[config.mk]
export PLATFORM = sky130hd
export DESIGN_NAME = pll_status_and_global_irq_regs
export DESIGN_NICKNAME = d
export VERILOG_FILES = /design/src/pkg/pll_status_pkg.sv /design/src/core/pin_sync3.sv /design/src/core/pll_status_and_global_irq_regs.sv
export SDC_FILE = /design/constraint.sdc
export NUM_CORES = 1
export LEC_CHECK = 0
export BUFFER_PORTS_ARGS = -buffer_cell sky130_fd_sc_hd__buf_2
export CORE_MARGIN = 3
export CORE_UTILIZATION = 47
export DETAILED_ROUTE_END_ITERATION = 8
export PLACE_DENSITY_LB_ADDON = 0.3
export SKIP_LAST_GASP = 1
export SYNTH_ARGS = -nofsm -noshare
export SYNTH_HDL_FRONTEND = slang
export SYNTH_SLANG_ARGS = --single-unit
[constraint.sdc]
create_clock -name clk -period 2.9 [get_ports clk]
set_input_delay 0.29 -clock clk [delete_from_list [all_inputs] [get_ports clk]]
set_output_delay 0.29 -clock clk [all_outputs]
set_load 0.1 [all_outputs]
[src/pkg/pll_status_pkg.sv]
// Shared constants for the PLL status and global interrupt register bank
package pll_status_pkg;

  // Register port widths
  localparam int ADDR_W = 16;
  localparam int DATA_W = 8;

  // Register offsets
  localparam logic [15:0] OFS_PLL_B_STATUS  = 16'h020f;
  localparam logic [15:0] OFS_GP_INPUTS     = 16'h0219;
  localparam logic [15:0] OFS_IRQ_SUMMARY   = 16'h021a;
  localparam logic [15:0] OFS_BOOT_FAIL     = 16'h021e;
  localparam logic [15:0] OFS_EEPROM_STATUS = 16'h021f;

  // Field positions inside the second PLL status byte
  localparam int PLL_B_REF_LSB  = 0;
  localparam int PLL_B_REF_W    = 3;
  localparam int PLL_B_LOST_BIT = 4;

  // Selected reference encodings
  localparam logic [2:0] REF_NONE_MAX = 3'h3;
  localparam logic [2:0] REF_IN_A     = 3'h4;
  localparam logic [2:0] REF_IN_B     = 3'h5;

  // General-purpose input field
  localparam int GP_PINS    = 4;
  localparam int GP_LSB     = 0;

  // Global status bit positions
  localparam int IRQ_SUM_BIT   = 0;
  localparam int BOOT_FAIL_BIT = 0;
  localparam int LOAD_DONE_BIT = 0;
  localparam int CRC_OK_N_BIT  = 3;

  // Number of per-event sticky interrupt sources
  localparam int IRQ_EVENTS = 8;

  // Reset and idle values
  localparam logic [7:0] BYTE_ZERO = 8'h00;
  localparam logic [3:0] GP_RESET  = 4'h0;
  localparam logic [7:0] IRQ_RESET = 8'h00;

endpackage

[src/core/pin_sync3.sv]
`timescale 1ns/1ps
// Three-stage pin synchroniser with agreement filter
module pin_sync3 #(
  parameter int WIDTH = 4
) (
  // Clock, reset, enable
  input  wire logic             clk,
  input  wire logic             rst,
  input  wire logic             ce,
  // Asynchronous pins in
  input  wire logic [WIDTH-1:0] pin_async,
  // Filtered level out
  output logic      [WIDTH-1:0] level
);

  logic [WIDTH-1:0] stage1;  // Metastable catch, read only by stage2
  logic [WIDTH-1:0] stage2;  // Second stage
  logic [WIDTH-1:0] stage3;  // Third stage

  // Shift chain
  always_ff @(posedge clk) begin
    if (rst) begin
      stage1 <= '0;
      stage2 <= '0;
      stage3 <= '0;
    end else if (ce) begin
      stage1 <= pin_async;
      stage2 <= stage1;
      stage3 <= stage2;
    end
  end

  // Take a new level per bit once stages two and three agree
  always_ff @(posedge clk) begin
    if (rst) begin
      level <= '0;
    end else if (ce) begin
      for (int i = 0; i < WIDTH; i++) begin
        if (stage2[i] == stage3[i]) begin
          level[i] <= stage3[i];
        end
      end
    end
  end

endmodule

[src/core/pll_status_and_global_irq_regs.sv]
`timescale 1ns/1ps
// What this block does
// - Low three bits report second PLL reference
// - Bit four flags lost feedback loop
// - Low nibble shows general input pin levels
// - Summary bit and low pin on enabled irq
// - Boot failure flag sticky until reset
// - Load complete flag sticky until reset
// - Active-low checksum flag reads 0 on error
// - Checksum failure locks serial configuration port
// - Reserved bits written zero, read ignored
// - Event status sticky, write-one clears
module pll_status_and_global_irq_regs (
  // Clock, reset, enable
  input  wire logic                                   clk,
  input  wire logic                                   rst,
  input  wire logic                                   ce,
  // Register port
  input  wire logic [pll_status_pkg::ADDR_W-1:0]      reg_addr,
  input  wire logic                                   reg_rd,
  input  wire logic                                   reg_wr,
  input  wire logic [pll_status_pkg::DATA_W-1:0]      reg_wdata,
  output logic      [pll_status_pkg::DATA_W-1:0]      reg_rdata,
  output logic                                        reg_rvalid,
  // Second PLL state, same clock
  input  wire logic [pll_status_pkg::PLL_B_REF_W-1:0] pll_b_selected_ref,
  input  wire logic                                   pll_b_feedback_lost,
  // General-purpose pins, asynchronous
  input  wire logic [pll_status_pkg::GP_PINS-1:0]     gp_pins,
  input  wire logic [pll_status_pkg::GP_PINS-1:0]     gp_is_input,
  // Interrupt sources and software controls
  input  wire logic [pll_status_pkg::IRQ_EVENTS-1:0]  irq_event,
  input  wire logic [pll_status_pkg::IRQ_EVENTS-1:0]  irq_enable,
  input  wire logic [pll_status_pkg::IRQ_EVENTS-1:0]  irq_clear,
  output logic      [pll_status_pkg::IRQ_EVENTS-1:0]  irq_status,
  // Interrupt pin, open drain
  output logic                                        irq_pin_n_out,
  output logic                                        irq_pin_n_oe,
  // EEPROM loader results, one-cycle pulses
  input  wire logic                                   rom_read_failed,
  input  wire logic                                   rom_cycle_done,
  input  wire logic                                   rom_crc_failed,
  // Derived status
  output logic                                        config_port_locked,
  output logic                                        pll_b_on_ref_a,
  output logic                                        pll_b_on_ref_b
);

  // Synchronised general-purpose pin levels
  logic [pll_status_pkg::GP_PINS-1:0] gp_sync;

  // Captured general-purpose input levels
  logic [pll_status_pkg::GP_PINS-1:0] gp_input_levels;

  // Second PLL status captured each cycle
  logic [pll_status_pkg::PLL_B_REF_W-1:0] ref_code;
  logic                                   feedback_lost;

  // Interrupt summary flop
  logic irq_summary;

  // EEPROM result flags
  logic boot_load_failed;
  logic rom_load_complete;
  logic rom_checksum_ok_n;

  // Next interrupt status
  logic [pll_status_pkg::IRQ_EVENTS-1:0] next_irq_status;

  // Enabled events that will stand after this edge
  logic [pll_status_pkg::IRQ_EVENTS-1:0] pending_enabled;

  // Next read data
  logic [pll_status_pkg::DATA_W-1:0] next_rdata;

  // Status byte builder for the second PLL
  function automatic logic [7:0] pll_b_byte(
    input logic [2:0] code,
    input logic       lost
  );
    logic [7:0] b;
    b = pll_status_pkg::BYTE_ZERO;
    // Reference code in the low bits
    b[pll_status_pkg::PLL_B_REF_LSB +: pll_status_pkg::PLL_B_REF_W] =
      code;
    // Lost feedback flag
    b[pll_status_pkg::PLL_B_LOST_BIT] = lost;
    return b;
  endfunction

  // Single-bit status byte builder, other bits reserved as zero
  function automatic logic [7:0] bit_byte(
    input int   pos,
    input logic val
  );
    logic [7:0] b;
    b = pll_status_pkg::BYTE_ZERO;
    b[pos[2:0]] = val;
    return b;
  endfunction

  // True when the reference code equals the wanted code
  function automatic logic ref_is(
    input logic [pll_status_pkg::PLL_B_REF_W-1:0] code,
    input logic [pll_status_pkg::PLL_B_REF_W-1:0] want
  );
    return code == want;
  endfunction

  // Set-only flag update; reset is the only way back
  function automatic logic sticky_set(
    input logic held,
    input logic hit
  );
    return held | hit;
  endfunction

  // Pin synchroniser for the general-purpose inputs
  pin_sync3 #(
    .WIDTH (pll_status_pkg::GP_PINS)
  ) i_pin_sync3 (
    .clk       (clk),
    .rst       (rst),
    .ce        (ce),
    .pin_async (gp_pins),
    .level     (gp_sync)
  );

  // Capture levels of pins set as inputs; outputs read as zero
  always_ff @(posedge clk) begin
    if (rst) begin
      // Pins read low until the chain has filled
      gp_input_levels <= pll_status_pkg::GP_RESET;
    end else if (ce) begin
      // Output-configured pins are masked to zero
      gp_input_levels <= gp_sync & gp_is_input;
    end
  end

  // Capture the second PLL state for reads
  always_ff @(posedge clk) begin
    if (rst) begin
      // Neither reference, loop intact
      ref_code      <= '0;
      feedback_lost <= 1'b0;
    end else if (ce) begin
      // Same clock, so no synchroniser needed
      ref_code      <= pll_b_selected_ref;
      feedback_lost <= pll_b_feedback_lost;
    end
  end

  // Decoded reference flags; codes 0-3 and 6-7 mean neither
  always_ff @(posedge clk) begin
    if (rst) begin
      // No reference selected after reset
      pll_b_on_ref_a <= 1'b0;
      pll_b_on_ref_b <= 1'b0;
    end else if (ce) begin
      // Only the two live input codes light a flag
      pll_b_on_ref_a <= ref_is(pll_b_selected_ref,
                               pll_status_pkg::REF_IN_A);
      pll_b_on_ref_b <= ref_is(pll_b_selected_ref,
                               pll_status_pkg::REF_IN_B);
    end
  end

  // Sticky event bits; a new event beats a clear in the same cycle
  always_comb begin
    next_irq_status = (irq_status & ~irq_clear) | irq_event;
  end

  // Event status register
  always_ff @(posedge clk) begin
    if (rst) begin
      // All event bits clear at reset
      irq_status <= pll_status_pkg::IRQ_RESET;
    end else if (ce) begin
      // Set and clear taken together
      irq_status <= next_irq_status;
    end
  end

  // Enabled share of the next event status
  always_comb begin
    pending_enabled = next_irq_status & irq_enable;
  end

  // Summary of enabled event bits
  always_ff @(posedge clk) begin
    if (rst) begin
      // Pin released after reset
      irq_summary <= 1'b0;
    end else if (ce) begin
      // Moves on the same edge as the event bits
      irq_summary <= |pending_enabled;
    end
  end

  // Open-drain pin: pull low while summary is set, else release
  always_comb begin
    // Never driven high; only the enable moves
    irq_pin_n_out = 1'b0;
    irq_pin_n_oe  = irq_summary;
  end

  // Boot failure flag, cleared only by reset
  always_ff @(posedge clk) begin
    if (rst) begin
      // Device reset is the only clear
      boot_load_failed <= 1'b0;
    end else if (ce) begin
      // A failed read sets it for good
      boot_load_failed <= sticky_set(boot_load_failed,
                                     rom_read_failed);
    end
  end

  // Load complete flag, cleared only by reset
  always_ff @(posedge clk) begin
    if (rst) begin
      // Nothing loaded yet
      rom_load_complete <= 1'b0;
    end else if (ce) begin
      // End of the read cycle sets it for good
      rom_load_complete <= sticky_set(rom_load_complete,
                                      rom_cycle_done);
    end
  end

  // Active-low checksum flag, held low after an error until reset
  always_ff @(posedge clk) begin
    if (rst) begin
      // No checksum error seen yet
      rom_checksum_ok_n <= 1'b1;
    end else if (ce) begin
      // A checksum error pulls it low until reset
      rom_checksum_ok_n <= ~sticky_set(~rom_checksum_ok_n,
                                       rom_crc_failed);
    end
  end

  // Serial configuration port lock; reset is the only way out
  always_comb begin
    // Follows the checksum flag, so only reset frees it
    config_port_locked = ~rom_checksum_ok_n;
  end

  // Read data mux; reserved and unmapped positions read zero
  always_comb begin
    next_rdata = pll_status_pkg::BYTE_ZERO;
    case (reg_addr)
      pll_status_pkg::OFS_PLL_B_STATUS: begin
        // Reference code and lost-loop flag
        next_rdata = pll_b_byte(ref_code, feedback_lost);
      end
      pll_status_pkg::OFS_GP_INPUTS: begin
        // Filtered input pin levels
        next_rdata[pll_status_pkg::GP_LSB +: pll_status_pkg::GP_PINS] =
          gp_input_levels;
      end
      pll_status_pkg::OFS_IRQ_SUMMARY: begin
        // Device interrupt summary
        next_rdata = bit_byte(pll_status_pkg::IRQ_SUM_BIT,
                              irq_summary);
      end
      pll_status_pkg::OFS_BOOT_FAIL: begin
        // Sticky boot failure
        next_rdata = bit_byte(pll_status_pkg::BOOT_FAIL_BIT,
                              boot_load_failed);
      end
      pll_status_pkg::OFS_EEPROM_STATUS: begin
        // Load done and active-low checksum flag
        next_rdata = bit_byte(pll_status_pkg::LOAD_DONE_BIT,
                              rom_load_complete);
        next_rdata[pll_status_pkg::CRC_OK_N_BIT] =
          rom_checksum_ok_n;
      end
      default: begin
        // Unmapped bytes read zero
        next_rdata = pll_status_pkg::BYTE_ZERO;
      end
    endcase
  end

  // Registered read answer, one cycle after the strobe
  always_ff @(posedge clk) begin
    if (rst) begin
      // Nothing to answer after reset
      reg_rdata  <= pll_status_pkg::BYTE_ZERO;
      reg_rvalid <= 1'b0;
    end else if (ce) begin
      // Answer flag one edge after the strobe
      reg_rvalid <= reg_rd;
      if (reg_rd) begin
        // Data holds until the next read
        reg_rdata <= next_rdata;
      end
    end
  end

  // Only reads move the answer above; reg_wr and reg_wdata
  // steer no state, so writes to read-only bytes and to
  // reserved bits change nothing

endmodule

==> flow_summary_export.csv, run 1 <==
group,metric,value,unit
synth,netlist-cell-type-count,31,
setup_path,cp_cell_sequence,"buf_2, or4b_4, nor4_2, nand2_1, a311oi_1",
sta,slew_margin_rel,0.500,
clock_tree,post-cts-setup-buffer-count,0,
power,power.combinational.fraction,0.188,
sta,drv_slew,0,
hold_path,min_path_cells,3,
clock_tree,cts_inserted_buffers,5,
power,power.switching_fraction,0.304,
routing,final_antenna_net_count,0,
power,seqPwrFrac,0.502,
power,clock_group_share_of_total_power,0.311,
setup_path,endpoint_kind,"register",
sta,fin_crit,1570,ps
setup_path,setup.worst_path.class,"input port to register",
routing,viasPerCell,5.11,
clock_tree,cts_sinks,44,
final_layout,antenna_cells,0,
die,floorplan.die_area,4810,µm²
global_routing,grt_overflow_total,0,
synth,synth_edf_count,0,
synth,yosys_warnings,0,
synth,dominant_cell_by_count_in_the_synthesized_netlist,"dfxtp_1",
power,power.density,539,nW/µm²
synth,seq_area_frac_synth,0.467,
setup_path,reg2reg_end,"irq_pin_n_oe",
setup_path,reg2regPathDepth,4,
setup_path,crit_path_top_delay_cell,"or4b_4",
hold_path,hold-path-endpoint,"i_pin_sync3.stage1[2]",
sta,timing.final.hold_violations,0,
sta,timing.final.setup_violations,0,
clock_tree,clk_latency,290,ps
synth,syn_area,1890,µm²
global_routing,antenna_found_initial,0,
placed_design,detailedPlace.worstSlack,1030,ps
global_routing,vias_in_the_first_global_route,1577,
die,initial_utilization,0.500,
routing,avgRoutedWirePerCell,11.8,µm
final_layout,area_growth_syn_to_layout,25.5,%
synth,synth.avg_cell_area,8.49,µm²
die,die_height,69.3,µm
sta,fin_skew,5.21,ps
setup_path,slowest_stage_delay_on_critical_path,550,ps
power,leakagePower,1.06,nW
routing,post-route-drc-count,0,
outcome,run_status,"finished clean",
synth,ys_async_sr_fraction,0,
sta,clock.fmax,635,MHz
setup_path,reg2reg_slack,1800,ps
clock_tree,tritoncts_clock_tree,"built",
synth,synth_instances,222,
final_layout,final_net_count,361,
setup_path,crit-reg2reg-launch,"irq_status[4]",
routing,via_count,1749,
setup_path,crit_path_start,"reg_addr[12]",
setup_path,worst-endpoint-required,3110,ps
run,maxCapViolCount,0,
die,ios,90,
sta,finalSetupTns,0,ps
clock_tree,clkSlewWorstSetupHoldPaths,80,ps
synth,yosysTopAreaCellShare,0.467,
die,rows,22,
synth,ys.flop_type,"dfxtp_1",
die,fp.dieW,69.3,µm
clock_tree,buffer_depth_of_the_longest_clock_path,2,
clock_tree,h_tree_lvl_count,2,
sta,layout_setup_ws,1330,ps
sta,worst_pin_slew,749,ps
global_routing,groute.usage.overall,0.170,
die,core_area,3770,µm²
power,cellInternalPower,0.000888,W
setup_path,timing.critical_path.from_type,"input port",
clock_tree,postCtsResizedCells,0,
synth,cell_type_with_the_largest_total_area_after_synthesis,"dfxtp_1",
synth,synth_top_cells_by_count,"44 x dfxtp_1, 32 x nor2_1, 23 x nand2_1",
power,power.switching,0.000388,W
synth,postSynthRegisterBits,44,
routing,drtPass1Iterations,4,
hold_path,hold_class,"input port to register",
global_routing,grt_pass1_wl,6.83,mm
hold_path,startpoint_of_the_lowest_slack_hold_path,"gp_pins[2]",
sta,post-route-period-util,0.543,
sta,grt_setup_unrepaired,"false",
routing,detail_route.wirelength,4.03,mm
clock_tree,cts_hold_buf,0,
placed_design,dpl.hpwl,2.94,mm
synth,synth.area.top_cells,"dfxtp_1 47%, mux2i_1 7.4%, nor2_1 6.4%",
global_routing,grt_max_degree,44,
routing,initial_detailed_routing_violation_count,90,
setup_path,critical_path_peak_fanout,4,
placed_design,routabilityCongestion,0.755,
setup_path,cp_data_arrival_time,1780,ps
placed_design,numPortBuffers,76,
final_layout,final_layout_size_suffix_gt1_frac,0.303,
power,max-vdd-ir-drop,0.000373,V
clock_tree,cts_root_buf,"clkbuf_8",
==> per-layer routing <==
metal / vias up / wire [µm] / global-route usage
li1: 904 / - / -
met3: 4 / 333 / 0.0536
met4: 0 / 34 / 0.0586
met1: 775 / 1850 / 0.212
met2: 66 / 1820 / 0.278
met5: - / 0 / 0
==> power groups by stage <==
stage / sequential, W / clock [W] / combinational (W)
after floorplan: 0.000725 / 0 / 0.000106
after global placement: 0.000653 / 0 / 0.000238
after detailed placement: 0.000654 / 0 / 0.000240
after CTS: 0.000640 / 0.000414 / 0.000241
after global routing: 0.000643 / 0.000439 / 0.000258
final: 0.000640 / 0.000396 / 0.000239
==> final cells by class <==
| class | count | area (µm²) |
|---|---|---|
| Inverter | 4 | 15.0 |
| Timing Repair Buffer | 77 | 388 |
| Multi-Input combinational cell | 161 | 926 |
| Fill cell | 326 | 1400 |
| Clock buffer | 6 | 82.6 |
| Sequential cell | 44 | 881 |
| Clock inverter | 2 | 15.0 |
| Tap cell | 48 | 60.1 |
==> cells by family after synthesis <==
family | share of synthesized area
simple gates | 0.237
compound gates | 0.172
flops | 0.467
buf+inv | 0.0478
mux | 0.0743
other cells | 0.00199
==> registers in the layout, indices dropped and copies added, names as in the netlist <==
signal	cells
feedback_lost	1
i_pin_sync3.stage1	4
gp_input_levels	4
irq_pin_n_oe	1
reg_rvalid	1
i_pin_sync3.stage3	4
ref_code	3
pll_b_on_ref_a	1
irq_status	8
reg_rdata	5
rom_load_complete	1
i_pin_sync3.stage2	4
pll_b_on_ref_b	1
boot_load_failed	1
rom_checksum_ok_n	1
i_pin_sync3.level	4
==> placed cells by master (no fill, tap or decap), types with 3 or more instances in the layout <==
cell,n
buf_2,76
dfxtp_1,44
nor2_1,32
nand2_1,23
a21oi_1,19
o21ai_0,16
mux2i_1,14
nor2b_1,9
a22oi_1,8
nand3_1,6
clkbuf_8,6
inv_1,4
o21ai_1,4
conb_1,4
and2_1,3
==> how the worst max path moves through the flow <==
stage              endpoint  depth (start not counted)
4_1_cts        reg_rdata[1]                          5
5_1_grt        reg_rdata[3]                          5
3_3_place_gp   reg_rdata[1]                          5
2_1_floorplan  reg_rdata[3]                          4
3_5_place_dp   reg_rdata[1]                          5
6_report       reg_rdata[0]                          5
==> worst max-delay path, delay by kind of cell <==
kind / cells / cell delay [ps]
simple gates: 3 / 1140
compound gates: 1 / 250
buf+inv: 1 / 100
==> per-stage QoR <==
stage,hold WS [ps],total power [W],instances,cell area (µm²),utilization
6_report,227,0.00128,342,2370,0.628
3_5_place_dp,441,0.000894,334,2270,0.602
5_1_grt,233,0.00134,342,2370,0.628
3_3_place_gp,433,0.000891,334,2270,0.602
4_1_cts,221,0.00129,342,2370,0.628
2_1_floorplan,427,0.000831,225,1900,-
No activity file was read; power rests on OpenSTA's default activity.
==> run 2, diff against run 1 <==
Settings changed: CORE_UTILIZATION 47 to 41.
Clock period 2.9 ns to 1.25 ns, I/O delays scaled along.
==> flow_summary_export.csv, run 2 (synthesized netlist as in run 1, its figures left out) <==
group,metric,value,unit
hold_path,hold_class,"input port to register",
die,fp.dieW,73.8,µm
final_layout,area_growth_syn_to_layout,37.2,%
final_layout,multi_input_area,962,µm²
sta,fin_crit,1430,ps
global_routing,vias_in_the_first_global_route,1667,
die,initial_utilization,0.430,
sta,timing.final.hold_violations,0,
setup_path,cp_num_buf_inv,1,
sta,clock.fmax,697,MHz
outcome,run_status,"complete, but fails checks",
final_layout,largest_register_ff_count,8,
hold_path,min_path_cells,3,
final_layout,final_net_count,378,
run,maxCapViolCount,0,
setup_path,slowest_stage_delay_on_critical_path,520,ps
placed_design,detailedPlace.worstSlack,-468,ps
routing,initial_detailed_routing_violation_count,35,
placed_design,numPortBuffers,76,
die,ios,90,
power,leakagePower,1.18,nW
setup_path,reg2reg_slack,100,ps
setup_path,reg2regPathDepth,4,
sta,timing.hold.ws,68.0,ps
routing,final_antenna_net_count,0,
die,die_height,73.8,µm
setup_path,setup.worst_path.class,"input port to register",
final_layout,final_cell_count_without_fillers,363,
die,rows,24,
final_layout,utilization,0.590,
setup_path,endpoint_kind,"register",
sta,post-route-period-util,1.15,
placed_design,dpl.hpwl,3.41,mm
global_routing,groute.usage.overall,0.161,
setup_path,crit-reg2reg-launch,"irq_status[5]",
setup_path,worst-endpoint-required,1470,ps
power,power.density,1160,nW/µm²
global_routing,grt_overflow_total,0,
die,floorplan.die_area,5450,µm²
clock_tree,clkSlewWorstSetupHoldPaths,80,ps
clock_tree,tritoncts_clock_tree,"built",
sta,drv_slew,0,
sta,timing.final.setup_violations,5,
routing,viasPerCell,5.06,
sta,finalSetupTns,-649,ps
routing,via_count,1838,
power,max-vdd-ir-drop,0.000714,V
final_layout,layout_common_cells,"72 x buf_2, 35 x dfxtp_1, 32 x nor2_1",
routing,detail_route.wirelength,4.39,mm
sta,fin_skew,7.06,ps
final_layout,top_regs,"irq_status x8, reg_rdata x5",
clock_tree,cts_sinks,44,
setup_path,crit_path_top_delay_cell,"or4_4",
placed_design,placed_insts,352,
setup_path,reg2reg_end,"irq_pin_n_oe",
final_layout,n_fill_cell,389,
final_layout,final_layout_size_suffix_gt1_frac,0.386,
sta,layout_setup_ws,-184,ps
routing,drtPass1Iterations,4,
hold_path,hold-path-endpoint,"i_pin_sync3.stage1[3]",
sta,grt_setup_unrepaired,"true",
routing,avgRoutedWirePerCell,12.1,µm
hold_path,startpoint_of_the_lowest_slack_hold_path,"gp_pins[3]",
final_layout,area.sequential,902,µm²
clock_tree,buffer_depth_of_the_longest_clock_path,2,
clock_tree,cts_inserted_buffers,5,
setup_path,cp_data_arrival_time,1650,ps
final_layout,registers.top_by_ff_count,"irq_status",
setup_path,kind_of_cell_with_the_highest_combined_delay_on_the_critical_path,"simple AND/OR/NAND/NOR gates",
setup_path,critical_path_peak_fanout,3,
placed_design,routabilityCongestion,0.759,
final_layout,layout.cells.most_common,"buf_2",
clock_tree,cts_root_buf,"clkbuf_8",
die,core_area,4380,µm²
final_layout,antenna_cells,0,
setup_path,cp_cell_sequence,"buf_6, or4_4, or3_4, a2111o_1, o21ai_1",
global_routing,antenna_found_initial,0,
clock_tree,h_tree_lvl_count,2,
setup_path,timing.critical_path.from_type,"input port",
global_routing,grt_pass1_wl,7.00,mm
global_routing,grt_max_degree,38,
outcome,violations_in_the_final_reports,"negative setup slack",
routing,post-route-drc-count,0,
clock_tree,clk_latency,290,ps
[run 2: stage by stage]
stage / area [µm²] / power [W]
2_1_floorplan: 1920 / 0.00193
3_3_place_gp: 2410 / 0.00210
3_5_place_dp: 2410 / 0.00210
4_1_cts: 2510 / 0.00300
5_1_grt: 2590 / 0.00313
6_report: 2590 / 0.00299
[run 2: tightest hold or removal path: cells and delay by family]
kind,cells,cell delay (ps)
buffers and inverters,1,80
AND/OR/NAND/NOR,1,70
multiplexers,1,50
[run 2: layout make-up]
cell class,count,share of cell area
tap,52,0.0252
inverter,4,0.00581
clock buffer,7,0.0334
sequential,44,0.349
multi-input combinational,161,0.372
clock inverter,1,0.00242
timing repair buffer,94,0.212
[run 2: report_power, final]
group	switching [W]	internal, W	total (W)
combinational	0.000407	0.000194	0.000601
clock	0.000457	0.000451	0.000908
sequential	0.0000308	0.00145	0.00148
total	0.000895	0.00210	0.00299
[run 2: worst max path at each step]
stage	depth (start not counted)	to	from	slack [ps]
global placement	5	reg_rdata[1]	reg_addr[12]	-440
global route	5	reg_rdata[1]	reg_addr[13]	-220
CTS	5	reg_rdata[3]	reg_addr[12]	-160
finish	5	reg_rdata[2]	reg_addr[8]	-180
floorplan	4	reg_rdata[3]	reg_addr[12]	-280
detailed placement	5	reg_rdata[3]	reg_addr[12]	-470
[run 2: metal layers]
| layer | vias to the layer above | wire, µm | global-route usage |
|---|---|---|---|
| met5 | - | 0 | 0 |
| met4 | 0 | 26 | 0.0362 |
| met3 | 2 | 280 | 0.0424 |
| met2 | 49 | 2210 | 0.285 |
| met1 | 845 | 1870 | 0.194 |
| li1 | 942 | - | - |
[run 2: what timing repair did]
action | CTS | global route
setup buffers | 0 | 3
pin swaps | 1 | 8
setup endpoints to repair | 4 | 6
hold buffers | 0 | 0
gates resized for setup | 1 | 10
